### config.mk
export PLATFORM = sky130hd
export DESIGN_NAME = lpws_sequencer
export DESIGN_NICKNAME = d
export VERILOG_FILES = /design/src/lpws_pkg.sv /design/src/lpws_sequencer.sv
export SDC_FILE = /design/constraint.sdc
export NUM_CORES = 1
export LEC_CHECK = 0
export BUFFER_PORTS_ARGS = -buffer_cell sky130_fd_sc_hd__buf_4
export CAP_MARGIN = 15
export CORE_MARGIN = 2
export CORE_UTILIZATION = 62
export CTS_CLUSTER_SIZE = 20
export DETAILED_ROUTE_END_ITERATION = 16
export GPL_ROUTABILITY_DRIVEN = 1
export PLACE_DENSITY = 0.82
export RECOVER_POWER = 50
export SLEW_MARGIN = 30
export SYNTH_ARGS = -nofsm -noshare
export SYNTH_HDL_FRONTEND = slang
export SYNTH_SLANG_ARGS = --single-unit
export TNS_END_PERCENT = 1
### constraint.sdc
create_clock -name clk -period 4.7 [get_ports clk]
set_clock_uncertainty 0.1 [all_clocks]
set_input_delay 0.94 -clock clk [delete_from_list [all_inputs] [get_ports clk]]
set_output_delay 0.94 -clock clk [all_outputs]
set_load 0.02 [all_outputs]
### src/lpws_pkg.sv
package lpws_pkg;
	localparam logic [1:0] LPWS_MODE_IDLE = 2'h0;
	localparam logic [1:0] LPWS_MODE_STANDBY = 2'h1;
	localparam logic [1:0] LPWS_MODE_HALT = 2'h2;
	localparam int LPWS_FLUSH_CYC = 32;
	localparam int LPWS_IDLE_FAST_CYC = 8;
	localparam int LPWS_IDLE_SLEEP_CYC = 1050;
	localparam int LPWS_STBY_FAST_OSC = 12;
	localparam int LPWS_STBY_SLEEP_CYC = 1125;
	localparam int LPWS_HALT_SLEEP_CYC = 1125;
	localparam int LPWS_HALT_RAM_CYC = 35;
	localparam int LPWS_PLL_LOCK_OSC = 131072;
	localparam int LPWS_UNQ_IDLE_MIN = 2;
	localparam int LPWS_UNQ_STBY_MIN = 12;
	localparam int LPWS_STBY_QUAL_BASE = 2;
	localparam int LPWS_NMI_MIN_OSC = 2;
	localparam int LPWS_RST_MIN_OSC = 8;
	localparam int LPWS_QUAL_WINDOWS = 5;
	localparam logic [1:0] LPWS_OSC_DIV = 2'h1;
	localparam logic [20:0] LPWS_CNT_ZERO = 21'h0;
	typedef struct packed {
		logic [1:0] mode;
		logic [5:0] stby_qual;
		logic [7:0] qual_prd;
		logic code_in_flash;
		logic flash_asleep;
	} lpws_cfg_t;
	typedef struct packed {
		logic any_int;
		logic int_enabled;
		logic watchdog_interrupt;
		logic nmi_wake_pin;
		logic reset_pin;
	} lpws_wake_t;
	typedef enum logic [3:0] {
		LPWS_RUN, LPWS_FLUSH, LPWS_IDLE_WAIT, LPWS_STBY_WAIT, LPWS_HALT_OFF,
		LPWS_HALT_OSC, LPWS_PLL_LOCK, LPWS_RESUME
	} lpws_state_t;
endpackage

### src/lpws_sequencer.sv
`timescale 1ns/1ps
`default_nettype none
module lpws_sequencer #(
	parameter int PLL_LOCK_OSC = lpws_pkg::LPWS_PLL_LOCK_OSC,
	parameter int IDLE_SLEEP_CYC = lpws_pkg::LPWS_IDLE_SLEEP_CYC,
	parameter int STBY_SLEEP_CYC = lpws_pkg::LPWS_STBY_SLEEP_CYC,
	parameter int HALT_SLEEP_CYC = lpws_pkg::LPWS_HALT_SLEEP_CYC
) (
	input wire logic clk,
	input wire logic rstn,
	input wire logic osc_tick,
	input wire logic idle_exec,
	input wire lpws_pkg::lpws_cfg_t cfg,
	input wire lpws_pkg::lpws_wake_t wake,
	output logic system_clock_en,
	output logic core_input_clock_en,
	output logic external_clock_out,
	output logic osc_enable,
	output logic pll_enable,
	output logic resume,
	output logic take_interrupt,
	output logic low_power
);
	lpws_pkg::lpws_state_t st_q, st_d;
	logic [20:0] cnt_q, cnt_d;
	logic [1:0] mode_q, mode_d;
	logic [8:0] qdiv_q, qdiv_d;
	logic [5:0] hist_q, hist_d;
	logic [20:0] pw_q, pw_d;
	logic nmi_q, nmi_d;
	logic ten_q, ten_d;

	localparam logic [20:0] LPWS_CNT0 = lpws_pkg::LPWS_CNT_ZERO;

	function automatic logic [20:0] c21(input int v);
		c21 = v[20:0];
	endfunction

	logic sample;
	logic idle_src;
	logic qual_ok;
	logic wake_src;
	assign idle_src = wake.any_int | wake.watchdog_interrupt |
		wake.nmi_wake_pin | wake.reset_pin;
	assign sample = (qdiv_q == 9'h000);
	assign qual_ok = (cfg.qual_prd == 8'h00) ? idle_src : (&hist_q);
	assign wake_src = wake.nmi_wake_pin | wake.reset_pin | wake.any_int;

	always_comb
	begin
		st_d = st_q;
		cnt_d = cnt_q;
		mode_d = mode_q;
		qdiv_d = qdiv_q;
		hist_d = hist_q;
		pw_d = pw_q;
		nmi_d = wake.nmi_wake_pin;
		ten_d = 1'b0;
		if (cfg.qual_prd != 8'h00)
		begin
			if (sample)
			begin
				qdiv_d = {cfg.qual_prd, 1'b0} - 9'h001;
				hist_d = {hist_q[4:0], idle_src};
			end
			else
			begin
				qdiv_d = qdiv_q - 9'h001;
			end
		end
		else
		begin
			qdiv_d = 9'h000;
			hist_d = 6'h00;
		end
		case (st_q)
			lpws_pkg::LPWS_RUN:
			begin
				cnt_d = LPWS_CNT0;
				if (idle_exec)
				begin
					mode_d = cfg.mode;
					if (cfg.mode == lpws_pkg::LPWS_MODE_IDLE)
					begin
						st_d = lpws_pkg::LPWS_IDLE_WAIT;
					end
					else
					begin
						st_d = lpws_pkg::LPWS_FLUSH;
					end
				end
			end
			lpws_pkg::LPWS_FLUSH:
			begin
				cnt_d = cnt_q + 21'h1;
				if (cnt_q == c21(lpws_pkg::LPWS_FLUSH_CYC - 1))
				begin
					cnt_d = LPWS_CNT0;
					pw_d = LPWS_CNT0;
					if (mode_q == lpws_pkg::LPWS_MODE_HALT)
					begin
						st_d = lpws_pkg::LPWS_HALT_OFF;
					end
					else
					begin
						st_d = lpws_pkg::LPWS_STBY_WAIT;
					end
				end
			end
			lpws_pkg::LPWS_IDLE_WAIT:
			begin
				if (qual_ok)
				begin
					st_d = lpws_pkg::LPWS_RESUME;
					cnt_d = (cfg.code_in_flash && cfg.flash_asleep) ?
						c21(IDLE_SLEEP_CYC) :
						c21(lpws_pkg::LPWS_IDLE_FAST_CYC);
				end
			end
			lpws_pkg::LPWS_STBY_WAIT:
			begin
				if (osc_tick)
				begin
					if (wake_src)
					begin
						pw_d = pw_q + 21'h1;
					end
					else
					begin
						pw_d = LPWS_CNT0;
					end
					if (wake_src && (pw_q + 21'h1 >= ((cfg.qual_prd == 8'h00) ?
						c21(lpws_pkg::LPWS_UNQ_STBY_MIN) :
						c21(lpws_pkg::LPWS_STBY_QUAL_BASE) +
						{15'h0, cfg.stby_qual})))
					begin
						st_d = lpws_pkg::LPWS_RESUME;
						cnt_d = (cfg.code_in_flash && cfg.flash_asleep) ?
							c21(STBY_SLEEP_CYC) :
							c21(2 * lpws_pkg::LPWS_STBY_FAST_OSC);
					end
				end
			end
			lpws_pkg::LPWS_HALT_OFF:
			begin
				if (osc_tick && wake.reset_pin)
				begin
					pw_d = pw_q + 21'h1;
				end
				else if (osc_tick)
				begin
					pw_d = LPWS_CNT0;
				end
				if (wake.nmi_wake_pin && !nmi_q)
				begin
					st_d = lpws_pkg::LPWS_HALT_OSC;
					pw_d = {20'h0, osc_tick};
				end
				else if (pw_q >= c21(lpws_pkg::LPWS_RST_MIN_OSC))
				begin
					st_d = lpws_pkg::LPWS_PLL_LOCK;
					cnt_d = LPWS_CNT0;
				end
			end
			lpws_pkg::LPWS_HALT_OSC:
			begin
				if (osc_tick && wake.nmi_wake_pin)
				begin
					pw_d = pw_q + 21'h1;
				end
				if (!wake.nmi_wake_pin)
				begin
					if (pw_q >= c21(lpws_pkg::LPWS_NMI_MIN_OSC))
					begin
						st_d = lpws_pkg::LPWS_PLL_LOCK;
						cnt_d = LPWS_CNT0;
					end
					else
					begin
						st_d = lpws_pkg::LPWS_HALT_OFF;
						pw_d = LPWS_CNT0;
					end
				end
			end
			lpws_pkg::LPWS_PLL_LOCK:
			begin
				if (osc_tick)
				begin
					cnt_d = cnt_q + 21'h1;
				end
				if (cnt_q == c21(PLL_LOCK_OSC))
				begin
					st_d = lpws_pkg::LPWS_RESUME;
					cnt_d = (cfg.code_in_flash && cfg.flash_asleep) ?
						c21(HALT_SLEEP_CYC) :
						c21(lpws_pkg::LPWS_HALT_RAM_CYC);
				end
			end
			lpws_pkg::LPWS_RESUME:
			begin
				cnt_d = cnt_q - 21'h1;
				if (cnt_q == 21'h1)
				begin
					st_d = lpws_pkg::LPWS_RUN;
					ten_d = wake.int_enabled;
				end
			end
			default:
			begin
				st_d = lpws_pkg::LPWS_RUN;
			end
		endcase
	end

	always_ff @(posedge clk)
	begin
		if (!rstn)
		begin
			st_q <= lpws_pkg::LPWS_RUN;
			cnt_q <= LPWS_CNT0;
			mode_q <= lpws_pkg::LPWS_MODE_IDLE;
			qdiv_q <= 9'h000;
			hist_q <= 6'h00;
			pw_q <= LPWS_CNT0;
			nmi_q <= 1'b0;
			ten_q <= 1'b0;
		end
		else
		begin
			st_q <= st_d;
			cnt_q <= cnt_d;
			mode_q <= mode_d;
			qdiv_q <= qdiv_d;
			hist_q <= hist_d;
			pw_q <= pw_d;
			nmi_q <= nmi_d;
			ten_q <= ten_d;
		end
	end

	logic stopped;
	assign stopped = (st_q == lpws_pkg::LPWS_STBY_WAIT) ||
		(st_q == lpws_pkg::LPWS_HALT_OFF) ||
		(st_q == lpws_pkg::LPWS_HALT_OSC) ||
		(st_q == lpws_pkg::LPWS_PLL_LOCK);
	assign system_clock_en = !stopped;
	assign core_input_clock_en = !stopped;
	assign external_clock_out = stopped;
	assign osc_enable = (st_q != lpws_pkg::LPWS_HALT_OFF);
	assign pll_enable = (st_q != lpws_pkg::LPWS_HALT_OFF) &&
		(st_q != lpws_pkg::LPWS_HALT_OSC);
	assign resume = (st_q == lpws_pkg::LPWS_RESUME) && (cnt_q == 21'h1);
	assign take_interrupt = ten_q;
	assign low_power = (st_q != lpws_pkg::LPWS_RUN);
endmodule // lpws_sequencer
`default_nettype wire

# [Word-level counts from Yosys, hierarchy flattened]
# Cells that the tools add are included.
[op_classes] addsub=6 multipliers=0 div_mod_pow=0 order_cmp=3 n_eq_ne=27 shifts=0 muxes=41 n_bitwise=5 n_reduce_logical=27
[op_table] cell="$mux W21" count=19
[op_table] cell="$pmux W21 S8" count=1
[op_table] cell="$pmux W21 S4" count=1
[op_table] cell="$add A21 B1 Y21 const B" count=2
[op_table] cell="$mux W4" count=10
[op_table] cell="$mux W11" count=3
[op_table] cell="$pmux W4 S8" count=1
[op_table] cell="$eq A21 B1 Y1 const B" count=1
[op_table] cell="$eq A21 B18 Y1 const B" count=1
[op_table] cell="$eq A21 B5 Y1 const B" count=1
[op_table] cell="$ge A21 B2 Y1 const B" count=1
[op_table] cell="$ge A21 B4 Y1 const B" count=1
[op_table] cell="$ge A21 B7 Y1" count=1
[op_table] cell="$sub A21 B1 Y21 const B" count=1
[op_table] cell="$ne A2 B2 Y1 const B" count=10
[op_table] cell="$reduce_and A9 Y1" count=2
[op_table] cell="$sub A9 B1 Y9 const B" count=2
[op_table] cell="$eq A4 B3 Y1 const B" count=4
[op_table] cell="$reduce_bool A8 Y1" count=2
[op_table] cell="$logic_not A9 Y1" count=1
[op_table] cell="$mux W9" count=1
[op_table] cell="$eq A4 B2 Y1 const B" count=2
[op_table] cell="$logic_not A8 Y1" count=1
[op_table] cell="$ne A4 B3 Y1 const B" count=2
[op_table] cell="other kinds (21)" count=38
[totals] register_bits=65 latch_bits=0 ramBits=0 rom_bits=0 inputBits=27 output_inout_bits=8 elab_cells=117 n_memories=0

# [Longest topological paths before layout]
# Gate-level depths: netlist of run 1.
[logic_depth] depth_word=7 depth_mapped=14 depth_no_buf=12

# [Least setup slack after synthesis of run 1]
# No wires, ideal clock.
[synth_timing] path_type="input -> register" from="input cfg[4] in the netlist's numbering" to="register st_q[2]" setup_ns=0.137 t_arrival_ns=3.737 required_ns=4.463 path_slack_ns=0.726 stages=13 path_buffers=2 path_cell_list="nor4_2 nand3_2 nand2b_1 ha_1 nor2b_1 o211ai_1 a21oi_1 or3_1 or4_1 buf_2 buf_2 a31oi_1 a211oi_1"
[synth_via] elab_chain_len=6 elab_cells_between_ends=8 cone_classes="order compare: 1; eq/ne: 2; mux: 2; reduce/logical: 3"
[synth_rtl] element="start, declared" line="lpws_sequencer.sv:13" text="input wire lpws_pkg::lpws_cfg_t cfg,"
[synth_rtl] element="$logic_not A8 Y1 *" line="lpws_sequencer.sv:46, lpws_sequencer.sv:132"
[synth_rtl] element="$mux W7" line="lpws_sequencer.sv:132" text="if (wake_src && (pw_q + 21'h1 >= ((cfg.qual_prd == 8'h00) ?"
[synth_rtl] element="$ge A21 B7 Y1" line="lpws_sequencer.sv:132"
[synth_rtl] element="$logic_and A1 B1 Y1" line="lpws_sequencer.sv:132"
[synth_rtl] element="$ne A2 B2 Y1 (no line)"
[synth_rtl] element="$reduce_and A9 Y1 (no line) *"
[synth_rtl] element="end signal, assigned" line="lpws_sequencer.sv:219" text="st_q <= lpws_pkg::LPWS_RUN;"
[synth_rtl] element="end signal, assigned" line="lpws_sequencer.sv:230" text="st_q <= st_d;"
[synth_rtl] element="end, declared" line="lpws_sequencer.sv:24" text="lpws_pkg::lpws_state_t st_q, st_d;"
# Mark *: on every way between the ends. The rest lies on a longest branch, timed or not.
# A chain may end at the register's enable or synchronous reset.

# [Worst setup path in the final report of run 1]
[layout_timing] from="register pw_q[0]" to="register cnt_q[1]"
[layout_via] elab_chain_len=5 elab_cells_between_ends=9 cone_classes="add/sub: 1; order compare: 3; eq/ne: 3; reduce/logical: 2"
[layout_rtl] element="start, declared" line="lpws_sequencer.sv:29" text="logic [20:0] pw_q, pw_d;"
[layout_rtl] element="start signal, assigned" line="lpws_sequencer.sv:235" text="pw_q <= pw_d;"
[layout_rtl] element="$add A21 B1 Y21" line="lpws_sequencer.sv:132"
[layout_rtl] element="$ge A21 B7 Y1" line="lpws_sequencer.sv:132"
[layout_rtl] element="$logic_and A1 B1 Y1" line="lpws_sequencer.sv:132"
[layout_rtl] element="$ne A2 B2 Y1 (no line)"
[layout_rtl] element="$reduce_and A9 Y1 (no line) *"
[layout_rtl] element="end signal, assigned" line="lpws_sequencer.sv:231" text="cnt_q <= cnt_d;"
[layout_rtl] element="end, declared" line="lpws_sequencer.sv:25" text="logic [20:0] cnt_q, cnt_d;"
# Marks and branches as above.

==> metrics.cfg, run 1 <==
[status]
status = complete, no violations

[synth]
postSynthCellCount = 689
netlist_area_um2 = 5140
ys_seq_elements = 64
yosysSeqAreaShare = 0.249
syn_area_per_cell_um2 = 7.46
yosys_warnings = 0
yosysTopAreaCellShare = 0.249
yosys-top-cells-count = 64 x dfxtp_1, 61 x nand2_1, 56 x nor2_1, 44 x a21oi_1, 38 x o21ai_0
synth.largest_area_cell = dfxtp_1
synth_area_leaders = dfxtp_1 25%, nand2_1 4.5%, a21oi_1 4.3%
yosysUniqueCellTypes = 73
ys.flop_type = dfxtp_1
syn_nets = 732
yosysMostFrequentCell = dfxtp_1
synth_edf_count = 0
synthArstFlopShare = 0

[timing]
setup_viol = 0
rsz0062_at_grt = false
relSlewSlack = 0.144
finalCriticalPeriod_ns = 4.11
hold_viol_final = 0
finalCritPeriodShare = 0.875
max_slew.worst_pin.slew_ns = 1.28
fmax_ghz = 0.243
drv_slew = 0
tns_ns = 0

[placed_design]
gp_congestion = 0.937
dp_hpwl_um = 9930
portBuffers = 34
placed_area_um2 = 5310

[cells_and_area]
final_util = 0.669
area_growth_pct = 5.87
layout.nets = 726
regArea_um2 = 1280
n_fill_cell = 724
insertedDiodeCount = 0
multi_input_area_um2 = 3490
drive_above_1_share = 0.0961
fin_area_um2 = 5440

[global_route]
grt_use_total = 0.329
grt_pass1_wl_um = 23900
grt_max_degree = 33
grt_pass1_vias = 5157
antenna_found_initial = 0
grt_overflow = 0

[pwr]
ir_drop_v = 0.000257
p_total_mw = 2.28
p_leak_nw = 1.92
switching_share = 0.462
pwr_density_cell_nw_per_um2 = 418
switchingPower_mw = 1.05
p_clk_frac = 0.211
internal_power_mw = 1.22
combPwrFrac = 0.478
seqPwrFrac = 0.311

[worst_setup_path]
timing.rr.end = cnt_q[1]
worstPathArrival_ns = 4.20
start_kind = flop
cp-end-kind = flop
cp.required_ns = 4.78
worstPathMaxFanout = 19
r2r_slack_ns = 0.59
r2r-start = pw_q[0]
reg2reg_depth = 11
slowest_stage = or4_1
max_stage_delay_ns = 0.93
crit_path_cell_trace = ha_1 -> and4_1 -> nand2_1 -> xnor2_1 -> ha_1 -> a211oi_1 -> o21ai_0 -> or3_1 -> or4_1 -> nand2_1 -> a211oi_1
crit_type = reg -> reg

[clocking]
ctsHoldBuffers = 0
numCtsBuffers = 9
htreeDepth = 3
clock_path_buffers = 2
cts_sinks = 64
root_buffer = clkbuf_8
clock_latency_ns = 0.35
path_clk_slew_ns = 0.07
post_cts_resized = 0
cts_setup_buffers = 0
cts_tree = done

[min_path]
min_path_cells = 2
hp-class = reg -> reg
holdPathEnd = hist_q[5]
hp-start = hist_q[5]

[drt]
wl_um = 14600
routedWlPerCell_um = 18.4
first_iter_violations = 484
firstDrtPassIters = 7
final_antenna_net_count = 0
viasPerCell = 6.94
vias = 5498
drc = 0

[die]
die-height_um = 95.0
die_area_um2 = 9030
pin_count = 35
core.rowCount = 33
start_util = 0.632
core_um2 = 8130
die_w_um = 95.0

[flow_run]
maxCapViolCount = 0

-- layer usage --
metal	vias up	GRT usage	routed length [µm]
li1	2572	-	-
met1	2539	0.411	5960
met2	319	0.542	6830
met3	68	0.0704	1270
met4	0	0.155	499
met5	-	0	0
-- layout make-up --
cell class,count,share of cell area
Clock inverter,4,0.00828
Timing Repair Buffer,41,0.0504
Sequential cell,64,0.236
Inverter,20,0.0138
Tap cell,105,0.0242
Multi-Input combinational cell,547,0.642
Clock buffer,11,0.0260
-- logic make-up after synthesis --
group           Yosys count  share of synthesized area
xor+xnor                 30                     0.0511
simple gates            282                      0.299
buf+inv                  78                     0.0675
fa+ha+maj                16                     0.0390
mux                       6                     0.0119
flops                    64                      0.249
compound gates          213                      0.283
-- worst max-delay path: cells and delay by family (launching register included) --
kind	cells	cell delay, ns
AO/OA/AOI/OAI	3	0.43
XOR/XNOR	1	0.24
adder cells (fa/ha/maj)	2	0.72
flip-flops	1	0.47
AND/OR/NAND/NOR	5	1.98
-- power by group through the flow --
stage               Clock (mW)  Sequential (mW)  Combinational (mW)
floorplan                    0            0.663               0.887
global placement             0            0.712                1.04
detailed placement           0            0.715                1.07
CTS                      0.476            0.703                1.08
global route             0.497            0.718                1.18
finish                   0.479            0.708                1.09
-- per-stage QoR --
step / instances / setup slack [ns] / hold WS (ns)
6_report: 792 / 0.586 / 0.364
5_1_grt: 792 / 0.363 / 0.379
4_1_cts: 792 / 0.668 / 0.366
3_5_place_dp: 777 / 0.300 / 0.354
3_3_place_gp: 777 / 0.437 / 0.342
2_1_floorplan: 689 / 0.726 / 0.333
-- state kept, by name, indices dropped and copies added (netlist names) --
signal,cells
cnt_q,21
hist_q,6
mode_q,2
nmi_q,1
pw_q,21
qdiv_q,9
st_q,3
take_interrupt,1
-- how the worst max path moves through the flow --
stage                 to  slack [ns]    start  cells past startpoint
6_report        cnt_q[1]        0.59  pw_q[0]                     11
5_1_grt          st_q[0]        0.36  pw_q[0]                     11
4_1_cts        cnt_q[18]        0.67   cfg[4]                     12
3_5_place_dp   cnt_q[18]        0.30   cfg[4]                     12
3_3_place_gp    cnt_q[1]        0.44   cfg[4]                     11
2_1_floorplan    st_q[2]        0.73   cfg[4]                     13
-- placed cells by master, fill, tap and decap left out, types with 4 or more instances in the layout --
cell and count:
nand2_1 61, clkbuf_1 10, and3_1 11, xor2_1 11, a22oi_1 5, xnor2_1 19, o31ai_1 8, nand3_1 29
or4_1 8, a31o_1 6, nor3_1 27, clkbuf_8 10, nand4_1 11, a21oi_1 44, or3_1 14, and4_1 6
a211oi_1 19, a221oi_1 4, a21boi_0 5, a31oi_1 27, a311oi_1 9, o21a_1 5, o41ai_1 4, a22o_1 4
or2_2 6, o22ai_1 6, o21ai_0 38, mux2i_1 5, nor4_1 14, dfxtp_1 64, ha_1 16, nand2b_1 8
buf_4 32, and2_1 9, nor2_1 56, inv_1 20
(Power assumes the default switching activity.)
==> run 2: changes to the inputs <==
==> constraint.sdc (replaced) <==
create_clock -name clk -period 3.9 [get_ports clk]
set_clock_uncertainty 0.1 [all_clocks]
set_input_delay 0.78 -clock clk [delete_from_list [all_inputs] [get_ports clk]]
set_output_delay 0.78 -clock clk [all_outputs]
set_load 0.02 [all_outputs]
==> run 2 against run 1 <==
Compared with the run above: via count up 0.78%; flip-flop and latch count unchanged; sequential power up 17%; cell area up 3.1%; core utilization up 2.1 points; critical endpoint is now cnt_q[19]; clock-buffer cell count unchanged; register-to-register slack worse by 0.30 ns; sequential share of layout area down 0.71 points; non-clock buffer count up 10; worst setup slack worse by 0.36 ns; critical path type is now in -> reg; largest cell class unchanged.
==> metrics.cfg, run 2 (same netlist as run 1, synthesis figures left out) <==
[timing]
finalCritPeriodShare = 0.941
holdWs_ns = 0.361  ; -0.00259 ns
fmax_ghz = 0.272
worst_slack_ns = 0.229  ; -0.357 ns
tns_ns = 0  ; unchanged
rsz0062_at_grt = false
finalCriticalPeriod_ns = 3.67
setup_viol = 0  ; unchanged
drv_slew = 0  ; unchanged
max_slew.worst_pin.slew_ns = 1.23  ; -0.0494 ns
hold_viol_final = 0  ; unchanged
relSlewSlack = 0.177  ; +0.0330

[cells_and_area]
drive_above_1_share = 0.113  ; +0.0171
area_growth_pct = 9.18
fin_area_um2 = 5610  ; +3.1%
reg.largest.list = cnt_q: 21 flops, pw_q: 21 flops, qdiv_q: 9 flops
layout_common_cells = 64 x dfxtp_1, 61 x nand2_1, 56 x nor2_1
insertedDiodeCount = 0  ; unchanged
instances_no_fill = 803  ; +1.4%
final_util = 0.690  ; +0.0209
final_common_cell = dfxtp_1
layout.nets = 736  ; +1.4%

[die]
core_um2 = 8130  ; unchanged
die-height_um = 95.0  ; unchanged
pin_count = 35  ; unchanged
die_w_um = 95.0  ; unchanged
start_util = 0.632  ; unchanged
die_area_um2 = 9030  ; unchanged
core.rowCount = 33  ; unchanged

[clocking]
cts_tree = done
htreeDepth = 3  ; unchanged
cts_sinks = 64  ; unchanged
path_clk_slew_ns = 0.07  ; about the same
post_cts_resized = 0  ; unchanged
ctsHoldBuffers = 0  ; unchanged
clock_path_buffers = 2  ; unchanged
root_buffer = clkbuf_8
cts_setup_buffers = 0  ; unchanged
clock_latency_ns = 0.35  ; about the same
numCtsBuffers = 9  ; unchanged

[worst_setup_path]
worstPathMaxFanout = 19  ; unchanged
worstPathArrival_ns = 3.75  ; -0.45 ns
crit_type = in -> reg
slowest_stage = or4_1
start_kind = primary input
max_stage_delay_ns = 0.52  ; -0.41 ns
cp-end-kind = flop
cp.required_ns = 3.98  ; -0.80 ns
timing.rr.end = cnt_q[19]
r2r_slack_ns = 0.29  ; -0.30 ns
r2r-start = pw_q[0]
path_buf_inv = 3  ; +3
reg2reg_depth = 12  ; +1
crit_path_cell_trace = buf_4 -> nor4_2 -> buf_4 -> nand3_2 -> nand2b_1 -> ha_1 -> nor2b_1 -> o211ai_1 -> a21oi_1 -> or3_1 -> or4_1 -> buf_4 -> a31oi_1 -> a311oi_1
crit_family = simple AND/OR/NAND/NOR gates
path_common_cell = buf_4

[pwr]
p_leak_nw = 2.00  ; +4.3%
pwr_density_cell_nw_per_um2 = 529  ; +26%
p_total_mw = 2.97  ; +30%
ir_drop_v = 0.000322  ; +25%

[min_path]
min_path_cells = 2  ; unchanged
holdPathEnd = hist_q[5]
hp-start = hist_q[5]
hp-class = reg -> reg

[drt]
routedWlPerCell_um = 18.1  ; -1.7%
first_iter_violations = 363  ; -25%
wl_um = 14500  ; -0.30%
vias = 5541  ; +0.78%
final_antenna_net_count = 0  ; unchanged
firstDrtPassIters = 5  ; -2
drc = 0  ; unchanged
viasPerCell = 6.90  ; -0.60%

[global_route]
grt_pass1_wl_um = 23900  ; about the same
antenna_found_initial = 0  ; unchanged
grt_pass1_vias = 5249  ; +1.8%
grt_max_degree = 33  ; unchanged
grt_use_total = 0.329  ; -0.000607
grt_overflow = 0  ; unchanged

[flow_run]
maxCapViolCount = 0  ; unchanged

[status]
status = complete, no violations

[placed_design]
placed_area_um2 = 5390  ; +1.7%
portBuffers = 34  ; unchanged
dp_slack_ns = -0.0565  ; -0.356 ns
gp_congestion = 0.942  ; +0.50%
placed_cells = 787  ; +1.3%
dp_hpwl_um = 10100  ; +1.7%

-- run 2: cell types whose count changed in the layout (fill, tap and decap cells not counted), sizes merged --
cell | before | now
clkinvlp | 0 | 1
clkinv | 3 | 1
bufinv | 1 | 3
clkbuf | 20 | 21
buf | 32 | 41
-- run 2: layout make-up --
class,count,area (µm²)
Inverter,20,75.1
Fill cell,656,2520
Clock buffer,11,151
Tap cell,105,131
Sequential cell,64,1280
Timing Repair Buffer,51,358
Clock inverter,5,103
Multi-Input combinational cell,547,3510
-- run 2: per-layer routing --
layer | wire (µm) | global-route usage | vias to the layer above | part of all wire
li1 | - | - | 2605 | -
met1 | 5740 | 0.390 | 2563 | 0.40
met2 | 7070 | 0.563 | 313 | 0.49
met3 | 1220 | 0.0632 | 60 | 0.084
met4 | 486 | 0.170 | 0 | 0.033
met5 | 0 | 0 | - | 0
-- run 2: worst reg2reg max path, delay by kind of cell (launching register included) --
family          cells  cell delay, ns
buf+inv             1            0.23
fa+ha+maj           2            0.51
compound gates      4            0.63
flops               1            0.47
simple gates        4            1.26
xor+xnor            1            0.23
-- run 2: worst max path at each step --
stage                 start         to  cells past startpoint
global placement     cfg[4]    st_q[0]                     14
floorplan            cfg[4]    st_q[2]                     13
detailed placement   cfg[4]  cnt_q[19]                     14
CTS                  cfg[4]  cnt_q[19]                     14
global route        pw_q[0]  cnt_q[19]                     12
finish               cfg[4]  cnt_q[19]                     14
-- run 2: power breakdown --
part | internal, mW | switching (mW) | total, mW
sequential | 0.735 | 0.0926 | 0.827
clock | 0.459 | 0.277 | 0.736
combinational | 0.488 | 0.915 | 1.40
==> run 3: changes to the inputs <==
--- a/config.mk
+++ b/config.mk
@@ -8,12 +8,13 @@
 export BUFFER_PORTS_ARGS = -buffer_cell sky130_fd_sc_hd__buf_4
 export CAP_MARGIN = 15
 export CORE_MARGIN = 2
-export CORE_UTILIZATION = 62
+export CORE_UTILIZATION = 60
 export CTS_CLUSTER_SIZE = 20
 export DETAILED_ROUTE_END_ITERATION = 16
 export GPL_ROUTABILITY_DRIVEN = 1
-export PLACE_DENSITY = 0.82
+export PLACE_DENSITY = 0.8
 export RECOVER_POWER = 50
+export SKIP_CTS_REPAIR_TIMING = 1
 export SLEW_MARGIN = 30
 export SYNTH_ARGS = -nofsm -noshare
 export SYNTH_HDL_FRONTEND = slang
==> constraint.sdc (replaced) <==
create_clock -name clk -period 3.9 [get_ports clk]
set_clock_uncertainty 0.1 [all_clocks]
set_input_delay 0.39 -clock clk [delete_from_list [all_inputs] [get_ports clk]]
set_output_delay 0.39 -clock clk [all_outputs]
set_load 0.02 [all_outputs]
==> run 3 against run 2 <==
Compared with the run above: register-to-register slack got worse by 0.02 ns; global-route usage decreased by 0.47 points; largest power group unchanged; highest routed layer unchanged; first-iteration DRC count increased by 26%; non-clock buffer count decreased by 1; worst setup slack improved by 0.039 ns; maximum frequency increased by 1.1%; largest cell class unchanged; cell area decreased by 1.1%.
==> metrics.cfg, run 3 (same netlist as run 1, synthesis figures left out) <==
[worst_setup_path]
worstPathArrival_ns = 3.72  ; -0.03 ns
crit_type = reg -> reg
cp-end-kind = flop
start_kind = flop
worstPathMaxFanout = 19  ; unchanged
cp.required_ns = 3.98  ; about the same

[timing]
setup_viol = 0  ; unchanged
relSlewSlack = 0.175  ; -0.00187
drv_slew = 0  ; unchanged
rsz0062_at_grt = false
hold_viol_final = 0  ; unchanged
finalCritPeriodShare = 0.931  ; -0.0101
fmax_ghz = 0.275  ; +1.1%
finalCriticalPeriod_ns = 3.63  ; -0.0393 ns
max_slew.worst_pin.slew_ns = 1.24  ; +0.00144 ns

[die]
core_um2 = 8260  ; +1.5%
die_w_um = 96.5  ; +1.6%
die-height_um = 96.5  ; +1.6%
die_area_um2 = 9320  ; +3.2%
core.rowCount = 33  ; unchanged
start_util = 0.622  ; -0.00947
pin_count = 35  ; unchanged

[cells_and_area]
layout.nets = 735  ; -0.14%
area_growth_pct = 7.94
layout_common_cells = 64 x dfxtp_1, 61 x nand2_1, 56 x nor2_1
instances_no_fill = 802  ; -0.12%
reg.largest.list = cnt_q: 21 flops, pw_q: 21 flops, qdiv_q: 9 flops
drive_above_1_share = 0.109  ; -0.00414
final_common_cell = dfxtp_1
insertedDiodeCount = 0  ; unchanged

[global_route]
grt_pass1_vias = 5021  ; -4.3%
grt_use_total = 0.324  ; -0.00473
grt_overflow = 0  ; unchanged
grt_max_degree = 33  ; unchanged
antenna_found_initial = 0  ; unchanged
grt_pass1_wl_um = 23800  ; -0.52%

[clocking]
cts_tree = done
cts_sinks = 64  ; unchanged
numCtsBuffers = 9  ; unchanged
htreeDepth = 3  ; unchanged
clock_latency_ns = 0.36  ; about the same
clock_path_buffers = 2  ; unchanged
root_buffer = clkbuf_8
path_clk_slew_ns = 0.07  ; about the same

[pwr]
pwr_density_cell_nw_per_um2 = 517  ; -2.2%
ir_drop_v = 0.000340  ; +5.6%
p_leak_nw = 1.98  ; -1.1%
p_total_mw = 2.87  ; -3.3%

[drt]
firstDrtPassIters = 7  ; +2
drc = 0  ; unchanged
final_antenna_net_count = 0  ; unchanged
vias = 5522  ; -0.34%
first_iter_violations = 457  ; +26%
routedWlPerCell_um = 18.4  ; +1.6%
wl_um = 14700  ; +1.5%
viasPerCell = 6.89  ; -0.22%

[flow_run]
maxCapViolCount = 0  ; unchanged

[placed_design]
dp_hpwl_um = 10200  ; +1.5%
gp_congestion = 0.915  ; -2.8%
portBuffers = 34  ; unchanged
placed_cells = 786  ; -0.13%

[min_path]
hp-class = in -> reg

[status]
status = complete, no violations

[run 3: where the power goes]
| group | switching (mW) | internal [mW] | total, mW |
|---|---|---|---|
| clock | 0.278 | 0.365 | 0.643 |
| sequential | 0.0944 | 0.735 | 0.829 |
| combinational | 0.909 | 0.488 | 1.40 |
[run 3: layer usage]
layer	share of wire	up-vias	GRT usage
li1	-	2602	-
met1	0.40	2564	0.395
met2	0.48	305	0.549
met3	0.086	51	0.0613
met4	0.032	0	0.155
met5	0	-	0
[run 3: path summary, 6_finish.rpt]
check                               start  slack, ns  cells after the start              to
worst max-delay path              pw_q[0]       0.27                     12        cnt_q[7]
worst min-delay path              wake[3]       0.16                      2  take_interrupt
worst min register to register  hist_q[3]       0.37                      2       hist_q[3]
worst max register to register    pw_q[0]       0.27                     12        cnt_q[7]
[run 3: area by class of cell]
type / count / area [µm²]
sequential: 64 / 1280
fill: 742 / 2710
clock inverter: 2 / 35.0
multi-input combinational: 547 / 3490
timing repair buffer: 50 / 345
clock buffer: 14 / 183
inverter: 20 / 75.1
tap: 105 / 131
[run 3: worst max-delay path: stages, from the launching register on]
cell and delay, ns:
dfxtp_1 0.46, ha_1 0.21, and4_1 0.26, nand2_1 0.09, xnor2_1 0.23, ha_1 0.30, a211oi_1 0.23, o21ai_0 0.12
or3_1 0.37, or4_1 0.54, buf_4 0.24, a31oi_1 0.23, a311oi_1 0.07
[run 3: per-stage QoR]
stage	setup TNS (ns)	hold WS, ns	setup WS (ns)	instance area (µm²)	util
after floorplan	0	0.333	0.476	5140	-
after global placement	0	0.342	0.241	5370	0.651
after detailed placement	-0.00118	0.357	-0.00118	5370	0.651
after CTS	0	0.163	0.326	5590	0.677
after global routing	0	0.162	0.128	5550	0.672
final	0	0.160	0.268	5550	0.672
